### src/pkg/bsc_pkg.sv
// shared constants and types for the boundary scan chain
package bsc_pkg;

	// chain geometry
	localparam int CHAIN_LEN = 213;
	// cell fed by the serial input (trigger output pin, input cell)
	localparam int CELL_FIRST = 0;
	// cell that feeds the serial output (port d bit 0, enable cell)
	localparam int CELL_LAST = 212;

	// landmark cells along the chain, lowest number nearest the serial input
	localparam int CELL_TRIG_IN = 0;
	localparam int CELL_TRIG_OUT = 1;
	localparam int CELL_TRIG_OE = 2;
	localparam int CELL_HALT_SLEEP = 3;
	localparam int CELL_INSTR_FETCH = 10;
	localparam int CELL_STROBE_OE = 12;
	localparam int CELL_DATA_FIRST = 18;
	localparam int CELL_DATA_LAST = 33;
	localparam int CELL_DATA_OE = 34;
	localparam int CELL_CHIP_SEL_FIRST = 35;
	localparam int CELL_ADDR_FIRST = 39;
	localparam int CELL_ADDR_HI_OE = 55;
	localparam int CELL_PORT_A_BIT7 = 111;
	localparam int CELL_SERIAL_FIRST = 137;

	// instruction register
	localparam int IR_LEN = 4;
	localparam logic [3:0] IR_CAPTURE = 4'h1;
	localparam logic [3:0] INS_EXTEST = 4'h0;
	localparam logic [3:0] INS_SAMPLE = 4'h1;
	localparam logic [3:0] INS_PRELOAD = 4'h2;
	localparam logic [3:0] INS_IDCODE = 4'h3;
	localparam logic [3:0] INS_BYPASS = 4'hf;
	// instruction selected after any test port reset
	localparam logic [3:0] INS_RESET = INS_IDCODE;

	// identification word, value is arbitrary
	localparam logic [31:0] ID_WORD = 32'h0000_0001;

	// timing: system clock and the test clock strap
	localparam int SYS_PERIOD_NS = 10;
	localparam int STRAP_LOW_NS = 20;
	localparam int STRAP_LOW_CYCLES = (STRAP_LOW_NS + SYS_PERIOD_NS - 1) / SYS_PERIOD_NS;
	// least time each test clock level is held, in system cycles
	localparam int TCK_MIN_CYCLES = 2;

	// reset values
	localparam logic RST_TCK = 1'b1;
	localparam logic RST_TDO = 1'b0;

	// test port pins as seen by the device
	typedef struct packed {
		logic tck;
		logic tms;
		logic tdi;
		logic trst_n;
	} bsc_jtag_in_s;

	// serial output pin with its enable
	typedef struct packed {
		logic tdo;
		logic tdo_oe;
	} bsc_jtag_out_s;

	// test port controller states
	typedef enum logic [3:0] {
		TAP_RESET,
		TAP_IDLE,
		TAP_SEL_DR,
		TAP_CAP_DR,
		TAP_SHIFT_DR,
		TAP_EXIT1_DR,
		TAP_PAUSE_DR,
		TAP_EXIT2_DR,
		TAP_UPD_DR,
		TAP_SEL_IR,
		TAP_CAP_IR,
		TAP_SHIFT_IR,
		TAP_EXIT1_IR,
		TAP_PAUSE_IR,
		TAP_EXIT2_IR,
		TAP_UPD_IR
	} bsc_tap_e;

endpackage : bsc_pkg

### src/core/bsc_sync3.sv
`timescale 1ns/1ps
// three-stage synchroniser; the output moves only when stages two and three agree
module bsc_sync3 #(
	parameter int W = 1
) (
	input wire logic clock,
	input wire logic [W-1:0] d,
	output logic [W-1:0] q
);

	// no reset on purpose: the stages must show the pin level before reset release
	typedef struct packed {
		logic [W-1:0] s1;
		logic [W-1:0] s2;
		logic [W-1:0] s3;
		logic [W-1:0] level;
	} bsc_sync_s;

	bsc_sync_s st;
	bsc_sync_s next_st;

	// stage one feeds stage two only
	always_comb begin
		next_st = st;
		next_st.s1 = d;
		next_st.s2 = st.s1;
		next_st.s3 = st.s2;
		for (int i = 0; i < W; i++) begin
			// accept a change once two stages agree
			if (st.s2[i] == st.s3[i]) begin
				next_st.level[i] = st.s3[i];
			end
		end
	end

	// register the whole state
	always_ff @(posedge clock) begin
		st <= next_st;
	end

	assign q = st.level;

endmodule : bsc_sync3

### src/core/bsc_chain.sv
`timescale 1ns/1ps
// Behaviour
// - all signal pins except test, supply, crystal
// - each cell has shift and update stage
// - cells observe and control their signal
// - enable cells for bidirectional, open-drain pins
// - serial input to cell 0, cell 212 out
// - cells ordered clockwise by pin position
// - per pin: input, output, then enable
// - chain holds exactly 213 cells
// - address byte groups share one enable cell
// - cell 34 steers all data pins
// - cell 12 enables the five strobes
// - cells 0-10 trigger and control signals
// - data pairs 18-33, chip selects 35-38
// - address from 39, ports from 111, serial 137
// - capture, shift on rise; update on fall
// - decode bypass, sample, extest, preload, idcode
// - serial output changes on falling test clock
module bsc_chain (
	input wire logic clock,
	input wire logic nrst,
	// test port pins, asynchronous to clock
	input wire bsc_pkg::bsc_jtag_in_s jtag_in,
	// serial output pin and its enable
	output bsc_pkg::bsc_jtag_out_s jtag_out,
	// bit n of the three cell vectors is cell n; the top level wires pins in this order
	// every scanned signal owns bits
	// address 39, ports 111, serial 137
	// observed value of every cell: pin level, or core output and enable
	input wire logic [bsc_pkg::CHAIN_LEN-1:0] cell_observe,
	// functional value that each cell passes through in normal mode
	input wire logic [bsc_pkg::CHAIN_LEN-1:0] cell_func,
	// value that reaches each pin, output or enable
	output logic [bsc_pkg::CHAIN_LEN-1:0] cell_drive,
	// high while the test port was enabled at reset release
	output logic test_active
);

	// whole block state
	typedef struct packed {
		bsc_pkg::bsc_tap_e tap;
		logic [bsc_pkg::IR_LEN-1:0] ir_shift;
		logic [bsc_pkg::IR_LEN-1:0] instr;
		logic [bsc_pkg::CHAIN_LEN-1:0] bsr;
		logic [bsc_pkg::CHAIN_LEN-1:0] upd;
		logic [bsc_pkg::CHAIN_LEN-1:0] drive;
		logic [31:0] id_shift;
		logic byp;
		logic tdo;
		logic tdo_oe;
		logic tck_prev;
		logic active;
		logic strap_done;
		// cycles waited after release before the strap is read
		logic [1:0] strap_wait;
	} bsc_state_s;

	bsc_state_s st;
	bsc_state_s next_st;

	// synchronised test port pins
	bsc_pkg::bsc_jtag_in_s jin;
	// synchronised cell observations
	logic [bsc_pkg::CHAIN_LEN-1:0] obs;
	// test clock edges seen in the system clock domain
	logic tck_rise;
	logic tck_fall;
	// serial output of the selected data register
	logic dr_out;
	// true while the instruction lets the update stage reach pins
	logic pin_test;

	// standard controller transitions, taken on a rising test clock
	function automatic bsc_pkg::bsc_tap_e bsc_tap_next(input bsc_pkg::bsc_tap_e s, input logic tms);
		case (s)
			bsc_pkg::TAP_RESET: bsc_tap_next = tms ? bsc_pkg::TAP_RESET : bsc_pkg::TAP_IDLE;
			bsc_pkg::TAP_IDLE: bsc_tap_next = tms ? bsc_pkg::TAP_SEL_DR : bsc_pkg::TAP_IDLE;
			bsc_pkg::TAP_SEL_DR: bsc_tap_next = tms ? bsc_pkg::TAP_SEL_IR : bsc_pkg::TAP_CAP_DR;
			bsc_pkg::TAP_CAP_DR: bsc_tap_next = tms ? bsc_pkg::TAP_EXIT1_DR : bsc_pkg::TAP_SHIFT_DR;
			bsc_pkg::TAP_SHIFT_DR: bsc_tap_next = tms ? bsc_pkg::TAP_EXIT1_DR : bsc_pkg::TAP_SHIFT_DR;
			bsc_pkg::TAP_EXIT1_DR: bsc_tap_next = tms ? bsc_pkg::TAP_UPD_DR : bsc_pkg::TAP_PAUSE_DR;
			bsc_pkg::TAP_PAUSE_DR: bsc_tap_next = tms ? bsc_pkg::TAP_EXIT2_DR : bsc_pkg::TAP_PAUSE_DR;
			bsc_pkg::TAP_EXIT2_DR: bsc_tap_next = tms ? bsc_pkg::TAP_UPD_DR : bsc_pkg::TAP_SHIFT_DR;
			bsc_pkg::TAP_UPD_DR: bsc_tap_next = tms ? bsc_pkg::TAP_SEL_DR : bsc_pkg::TAP_IDLE;
			bsc_pkg::TAP_SEL_IR: bsc_tap_next = tms ? bsc_pkg::TAP_RESET : bsc_pkg::TAP_CAP_IR;
			bsc_pkg::TAP_CAP_IR: bsc_tap_next = tms ? bsc_pkg::TAP_EXIT1_IR : bsc_pkg::TAP_SHIFT_IR;
			bsc_pkg::TAP_SHIFT_IR: bsc_tap_next = tms ? bsc_pkg::TAP_EXIT1_IR : bsc_pkg::TAP_SHIFT_IR;
			bsc_pkg::TAP_EXIT1_IR: bsc_tap_next = tms ? bsc_pkg::TAP_UPD_IR : bsc_pkg::TAP_PAUSE_IR;
			bsc_pkg::TAP_PAUSE_IR: bsc_tap_next = tms ? bsc_pkg::TAP_EXIT2_IR : bsc_pkg::TAP_PAUSE_IR;
			bsc_pkg::TAP_EXIT2_IR: bsc_tap_next = tms ? bsc_pkg::TAP_UPD_IR : bsc_pkg::TAP_SHIFT_IR;
			bsc_pkg::TAP_UPD_IR: bsc_tap_next = tms ? bsc_pkg::TAP_SEL_DR : bsc_pkg::TAP_IDLE;
			default: bsc_tap_next = bsc_pkg::TAP_RESET;
		endcase
	endfunction : bsc_tap_next

	// true for the instructions that route the scan register between pins and serial port
	function automatic logic bsc_uses_bsr(input logic [bsc_pkg::IR_LEN-1:0] ins);
		bsc_uses_bsr = (ins == bsc_pkg::INS_EXTEST) || (ins == bsc_pkg::INS_SAMPLE) ||
			(ins == bsc_pkg::INS_PRELOAD);
	endfunction : bsc_uses_bsr

	// test port pins cross into the system clock here
	bsc_sync3 #(
		.W($bits(bsc_pkg::bsc_jtag_in_s))
	) u_sync_jtag (
		.clock(clock),
		.d(jtag_in),
		.q(jin)
	);

	// pin observations cross as well; they are only sampled at capture instants
	bsc_sync3 #(
		.W(bsc_pkg::CHAIN_LEN)
	) u_sync_obs (
		.clock(clock),
		.d(cell_observe),
		.q(obs)
	);

	// edge finding relies on a test clock period of at least four system cycles, each level held for two
	// period limit assumed
	assign tck_rise = jin.tck & ~st.tck_prev;
	assign tck_fall = ~jin.tck & st.tck_prev;

	// data register selected by the current instruction
	always_comb begin
		if (bsc_uses_bsr(st.instr)) begin
			dr_out = st.bsr[bsc_pkg::CELL_LAST];
		end else if (st.instr == bsc_pkg::INS_IDCODE) begin
			dr_out = st.id_shift[0];
		end else begin
			// unknown codes behave as bypass
			dr_out = st.byp;
		end
	end

	assign pin_test = st.active && (st.instr == bsc_pkg::INS_EXTEST);

	// next state of the whole block
	always_comb begin
		next_st = st;
		next_st.tck_prev = jin.tck;
		// pins follow the update stage only under a pin-driving instruction
		next_st.drive = pin_test ? st.upd : cell_func;
		if (!st.strap_done) begin
			if (st.strap_wait == 2'(bsc_pkg::STRAP_LOW_CYCLES)) begin
				// by now the synchroniser shows the pin as it stood at release
				next_st.strap_done = 1'b1;
				next_st.active = ~jin.tck;
			end else begin
				// too early: the synchroniser may still carry an older level
				next_st.strap_wait = 2'(st.strap_wait + 2'h1);
			end
		end
		if (!st.active || !jin.trst_n || st.tap == bsc_pkg::TAP_RESET) begin
			if (!st.active || !jin.trst_n) begin
				next_st.tap = bsc_pkg::TAP_RESET;
				next_st.tdo_oe = 1'b0;
			end
			next_st.instr = bsc_pkg::INS_RESET;
			next_st.upd = '0;
		end
		if (st.active && jin.trst_n) begin
			if (tck_rise) begin
				case (st.tap)
					bsc_pkg::TAP_CAP_DR: begin
						if (st.instr == bsc_pkg::INS_EXTEST || st.instr == bsc_pkg::INS_SAMPLE) begin
							next_st.bsr = obs;
						end else if (st.instr == bsc_pkg::INS_IDCODE) begin
							next_st.id_shift = bsc_pkg::ID_WORD;
						end else if (!bsc_uses_bsr(st.instr)) begin
							next_st.byp = 1'b0;
						end
					end
					bsc_pkg::TAP_SHIFT_DR: begin
						if (bsc_uses_bsr(st.instr)) begin
							next_st.bsr = {st.bsr[bsc_pkg::CHAIN_LEN-2:0], jin.tdi};
						end else if (st.instr == bsc_pkg::INS_IDCODE) begin
							next_st.id_shift = {jin.tdi, st.id_shift[31:1]};
						end else begin
							next_st.byp = jin.tdi;
						end
					end
					bsc_pkg::TAP_CAP_IR: begin
						next_st.ir_shift = bsc_pkg::IR_CAPTURE;
					end
					bsc_pkg::TAP_SHIFT_IR: begin
						next_st.ir_shift = {jin.tdi, st.ir_shift[bsc_pkg::IR_LEN-1:1]};
					end
					default: begin
						// other states hold their registers
					end
				endcase
				next_st.tap = bsc_tap_next(st.tap, jin.tms);
			end
			if (tck_fall) begin
				case (st.tap)
					bsc_pkg::TAP_SHIFT_DR: begin
						next_st.tdo = dr_out;
						next_st.tdo_oe = 1'b1;
					end
					bsc_pkg::TAP_SHIFT_IR: begin
						next_st.tdo = st.ir_shift[0];
						next_st.tdo_oe = 1'b1;
					end
					bsc_pkg::TAP_UPD_DR: begin
						if (bsc_uses_bsr(st.instr)) begin
							next_st.upd = st.bsr;
						end
						next_st.tdo_oe = 1'b0;
					end
					bsc_pkg::TAP_UPD_IR: begin
						next_st.instr = st.ir_shift;
						next_st.tdo_oe = 1'b0;
					end
					default: begin
						next_st.tdo_oe = 1'b0;
					end
				endcase
			end
		end
	end

	// single state register; the strap is read after release, never under reset
	always_ff @(posedge clock or negedge nrst) begin
		if (!nrst) begin
			st <= '{tap: bsc_pkg::TAP_RESET, ir_shift: bsc_pkg::IR_CAPTURE, instr: bsc_pkg::INS_RESET,
				bsr: '0, upd: '0, drive: '0, id_shift: '0, byp: 1'b0, tdo: bsc_pkg::RST_TDO,
				tdo_oe: 1'b0, tck_prev: bsc_pkg::RST_TCK, active: 1'b0, strap_done: 1'b0, strap_wait: 2'h0};
		end else begin
			st <= next_st;
		end
	end

	// outputs come straight from the state register
	assign jtag_out = '{tdo: st.tdo, tdo_oe: st.tdo_oe};
	assign cell_drive = st.drive;
	assign test_active = st.active;

endmodule : bsc_chain

### config.mk
export PLATFORM = sky130hd
export DESIGN_NAME = bsc_chain
export DESIGN_NICKNAME = d
export VERILOG_FILES = /design/src/pkg/bsc_pkg.sv /design/src/core/bsc_sync3.sv /design/src/core/bsc_chain.sv
export SDC_FILE = /design/constraint.sdc
export NUM_CORES = 2
export LEC_CHECK = 0
export BUFFER_PORTS_ARGS = -buffer_cell sky130_fd_sc_hd__buf_2
export CAP_MARGIN = 15
export CORE_MARGIN = 3
export CORE_UTILIZATION = 40
export DETAILED_ROUTE_END_ITERATION = 8
export HOLD_SLACK_MARGIN = 0.05
export PLACE_DENSITY_LB_ADDON = 0.12
export SKIP_LAST_GASP = 1
export SYNTH_ARGS = -nofsm -noshare
export SYNTH_HDL_FRONTEND = slang
export SYNTH_HIERARCHICAL = 1
export SYNTH_SLANG_ARGS = --single-unit
### constraint.sdc
create_clock -name clock -period 4.6 [get_ports clock]
set_input_delay 0.69 -clock clock [delete_from_list [all_inputs] [get_ports clock]]
set_output_delay 0.69 -clock clock [all_outputs]
set_load 0.01 [all_outputs]
==> impl_metrics.json <==
{
  "ant_nets": 0,
  "ys_seq_area_frac": 0.679,
  "coreArea_sq_um": 134000,
  "avgViaCountPerCell": 4.56,
  "slowest_delay_ns": 0.79,
  "row_count": 134,
  "ctsResizeCount": 0,
  "ys.flop_type": "dfrtp_1",
  "n_fill_cell": 12200,
  "path_clk_slew_ns": 0.06,
  "ys_types": 52,
  "track_usage": 0.169,
  "grt_overflow": 0,
  "fp.dieH_microns": 374,
  "grt_pass1_vias": 31500,
  "whs_ns": 0.120,
  "ys_seq_elements": 1559,
  "dr_total_vias": 30400,
  "drv_slew": 0,
  "nNetsFinal": 5185,
  "cts_buffer_depth": 3,
  "placed_area_sq_um": 56000,
  "clockRootBuffer": "clkbuf_16",
  "synth_top_area_share": 0.317,
  "die_w_microns": 374,
  "cp-start-kind": "flip-flop",
  "worst_ep_required_time_ns": 5.26,
  "cts_tree": "yes",
  "drive_above_1_share": 0.271,
  "skew_ns": 0.0320,
  "initial_core_util": 0.404,
  "synth.avg_cell_area_sq_um": 12.5,
  "power_density_nw_per_um2": 454,
  "post-route-min-period_ns": 2.73,
  "htreeDepth": 4,
  "drc": 0,
  "path_max_fanout": 65,
  "netlist_instances": 4326,
  "worstSetupPathType": "reg2reg",
  "io_pins": 648,
  "setup_viol": 0,
  "insertion_delay_ns": 0.76,
  "hpwlAfterDp_microns": 73400,
  "gp_congestion": 0.750,
  "worstHoldPathType": "in2reg",
  "crit_chain": "nor2_1, nand3_4, buf_4, nand3_1, a21oi_1",
  "status": "finished clean",
  "hold_viol": 0,
  "holdBufCountCts": 213,
  "cts_buffers": 164,
  "detail_route.wl_per_cell_microns": 17.7,
  "synth_warnings": 6,
  "max_freq_mhz": 366,
  "stdcell_area_sq_um": 63500,
  "setup_tns_ns": 0,
  "cts.sinks": 1559,
  "leakagePower_uw": 0.0281,
  "postCtsSetupBuffers": 0,
  "slowest_stage": "buf_4",
  "ir_worst_vdd_uv": 353,
  "cap_violations": 0,
  "die_area_sq_um": 140000,
  "synthArstFlopShare": 0.443,
  "grt_pass1_wl_microns": 184000,
  "crit_buf_inv": 1,
  "antenna_found_initial": 16,
  "firstDrtPassIters": 5,
  "drt_iter0_drc": 1642,
  "mappedNetlistArea_sq_um": 54200,
  "synth_top_area_cell": "dfrtp_1",
  "synth_edf_count": 217,
  "crit_path_end_kind": "flip-flop",
  "finalCritPeriodShare": 0.593,
  "drt-total-wl_microns": 118000,
  "arrival_ns": 3.39,
  "grt_max_degree": 159,
  "area_growth_pct": 17.1,
  "syn-num-nets": 4759,
  "synthTopCellsByArea": "dfrtp_1, dfxtp_1, edfxtp_1, mux2_2, nand2_1",
  "tightest_slew_ns": 1.23,
  "rsz0062_at_grt": "no",
  "max_slew_margin": 0.180,
  "placement.io_buffers": 647,
  "critPathTopFamily": "simple AND/OR/NAND/NOR gates"
}
## where the power goes
group | total (uW) | switching (uW) | internal (uW)
clock network | 12900 | 5310 | 7590
logic | 1200 | 617 | 586
registers | 14700 | 225 | 14500
total | 28800 | 6150 | 22700
## worst reg2reg max path: stages (launching register included)
cell,delay (ns)
dfrtp_1,0.76
nor2_1,0.24
nand3_4,0.44
buf_4,0.80
nand3_1,0.22
a21oi_1,0.19
## metrics by stage
step                total power (uW)  utilization  setup WS [ns]  instances
detailed placement             16100        0.418           1.88       6141
finish                         28800        0.474           1.87       6670
floorplan                      15800            -           2.73       4326
CTS                            29300        0.473           1.83       6661
global placement               16100        0.418           1.89       6141
global route                   30000        0.473           1.63       6665
## layout make-up
type | instances | area (sq um) | area share
diodes | 9 | 22.5 | 0.000355
clock buffers | 262 | 4970 | 0.0782
clock inverters | 45 | 387 | 0.00609
inverters | 9 | 33.8 | 0.000532
multi-input cells | 2116 | 13100 | 0.206
flip-flops and latches | 1559 | 36800 | 0.580
well taps | 1768 | 2210 | 0.0348
repair buffers | 902 | 5930 | 0.0934
## cell families (layout without fill, tap and decap cells)
group	count (synthesis)	in the layout	synth area share
AO/OA/AOI/OAI	281	281	0.0270
buffers and inverters	651	1218	0.0797
multiplexers	428	428	0.0888
adder cells (fa/ha/maj)	1	1	0.000231
AND/OR/NAND/NOR	1187	1187	0.0896
flip-flops	1559	1559	0.679
other	0	9	0
XOR/XNOR	219	219	0.0354
## cell usage after synthesis, types with 29 or more instances
| master | n |
|---|---|
| a21oi_1 | 217 |
| buf_2 | 95 |
| xnor2_1 | 219 |
| dfxtp_1 | 651 |
| nand2_1 | 925 |
| o21ai_1 | 29 |
| mux2_2 | 382 |
| buf_4 | 435 |
| edfxtp_1 | 217 |
| mux2_1 | 44 |
| clkbuf_1 | 73 |
| dfrtp_1 | 687 |
| nand3_1 | 221 |
## cell usage in the layout, fill, tap and decap left out, drive strengths merged, types with 9 or more instances in the layout
master	count
nand2	925
buf	689
dfrtp	687
dfxtp	651
mux2	426
clkbuf	262
nand3	221
xnor2	219
a21oi	217
edfxtp	217
dlygate4sd3	213
o21ai	45
clkinv	37
nor2	12
inv	12
diode	9
## final timing paths
kind / endpoint / startpoint / cells after the start / slack (ns)
min in group asynchronous: cell_drive[54] / nrst / 2 / 0.56
max in group asynchronous: st[265] / nrst / 3 / 2.82
setup / recovery: st[293] / st[687] / 5 / 1.87
hold / removal: u_sync_obs/next_st[520] / cell_observe[94] / 1 / 0.12
hold reg to reg: u_sync_obs/next_st[279] / u_sync_obs/next_st[492] / 0 / 0.31
setup reg to reg: st[293] / st[687] / 5 / 1.87
## per-layer routing
layer	wire, microns	share of wire	vias to the layer above	track usage
li1	-	-	14700	-
met1	54300	0.46	14800	0.226
met2	55000	0.46	675	0.271
met3	5850	0.049	211	0.0370
met4	3130	0.026	4	0.0561
met5	23	0.00019	-	0
## registers in the layout (all words and copies together) (netlist names), 4 cells and up
signal	cells
st	475
u_sync_obs/next_st	426
cell_drive	213
u_sync_obs/q	213
u_sync_obs/st	213
u_sync_jtag/next_st	8
u_sync_jtag/q	4
u_sync_jtag/st	4
(Power assumes the default switching activity.)
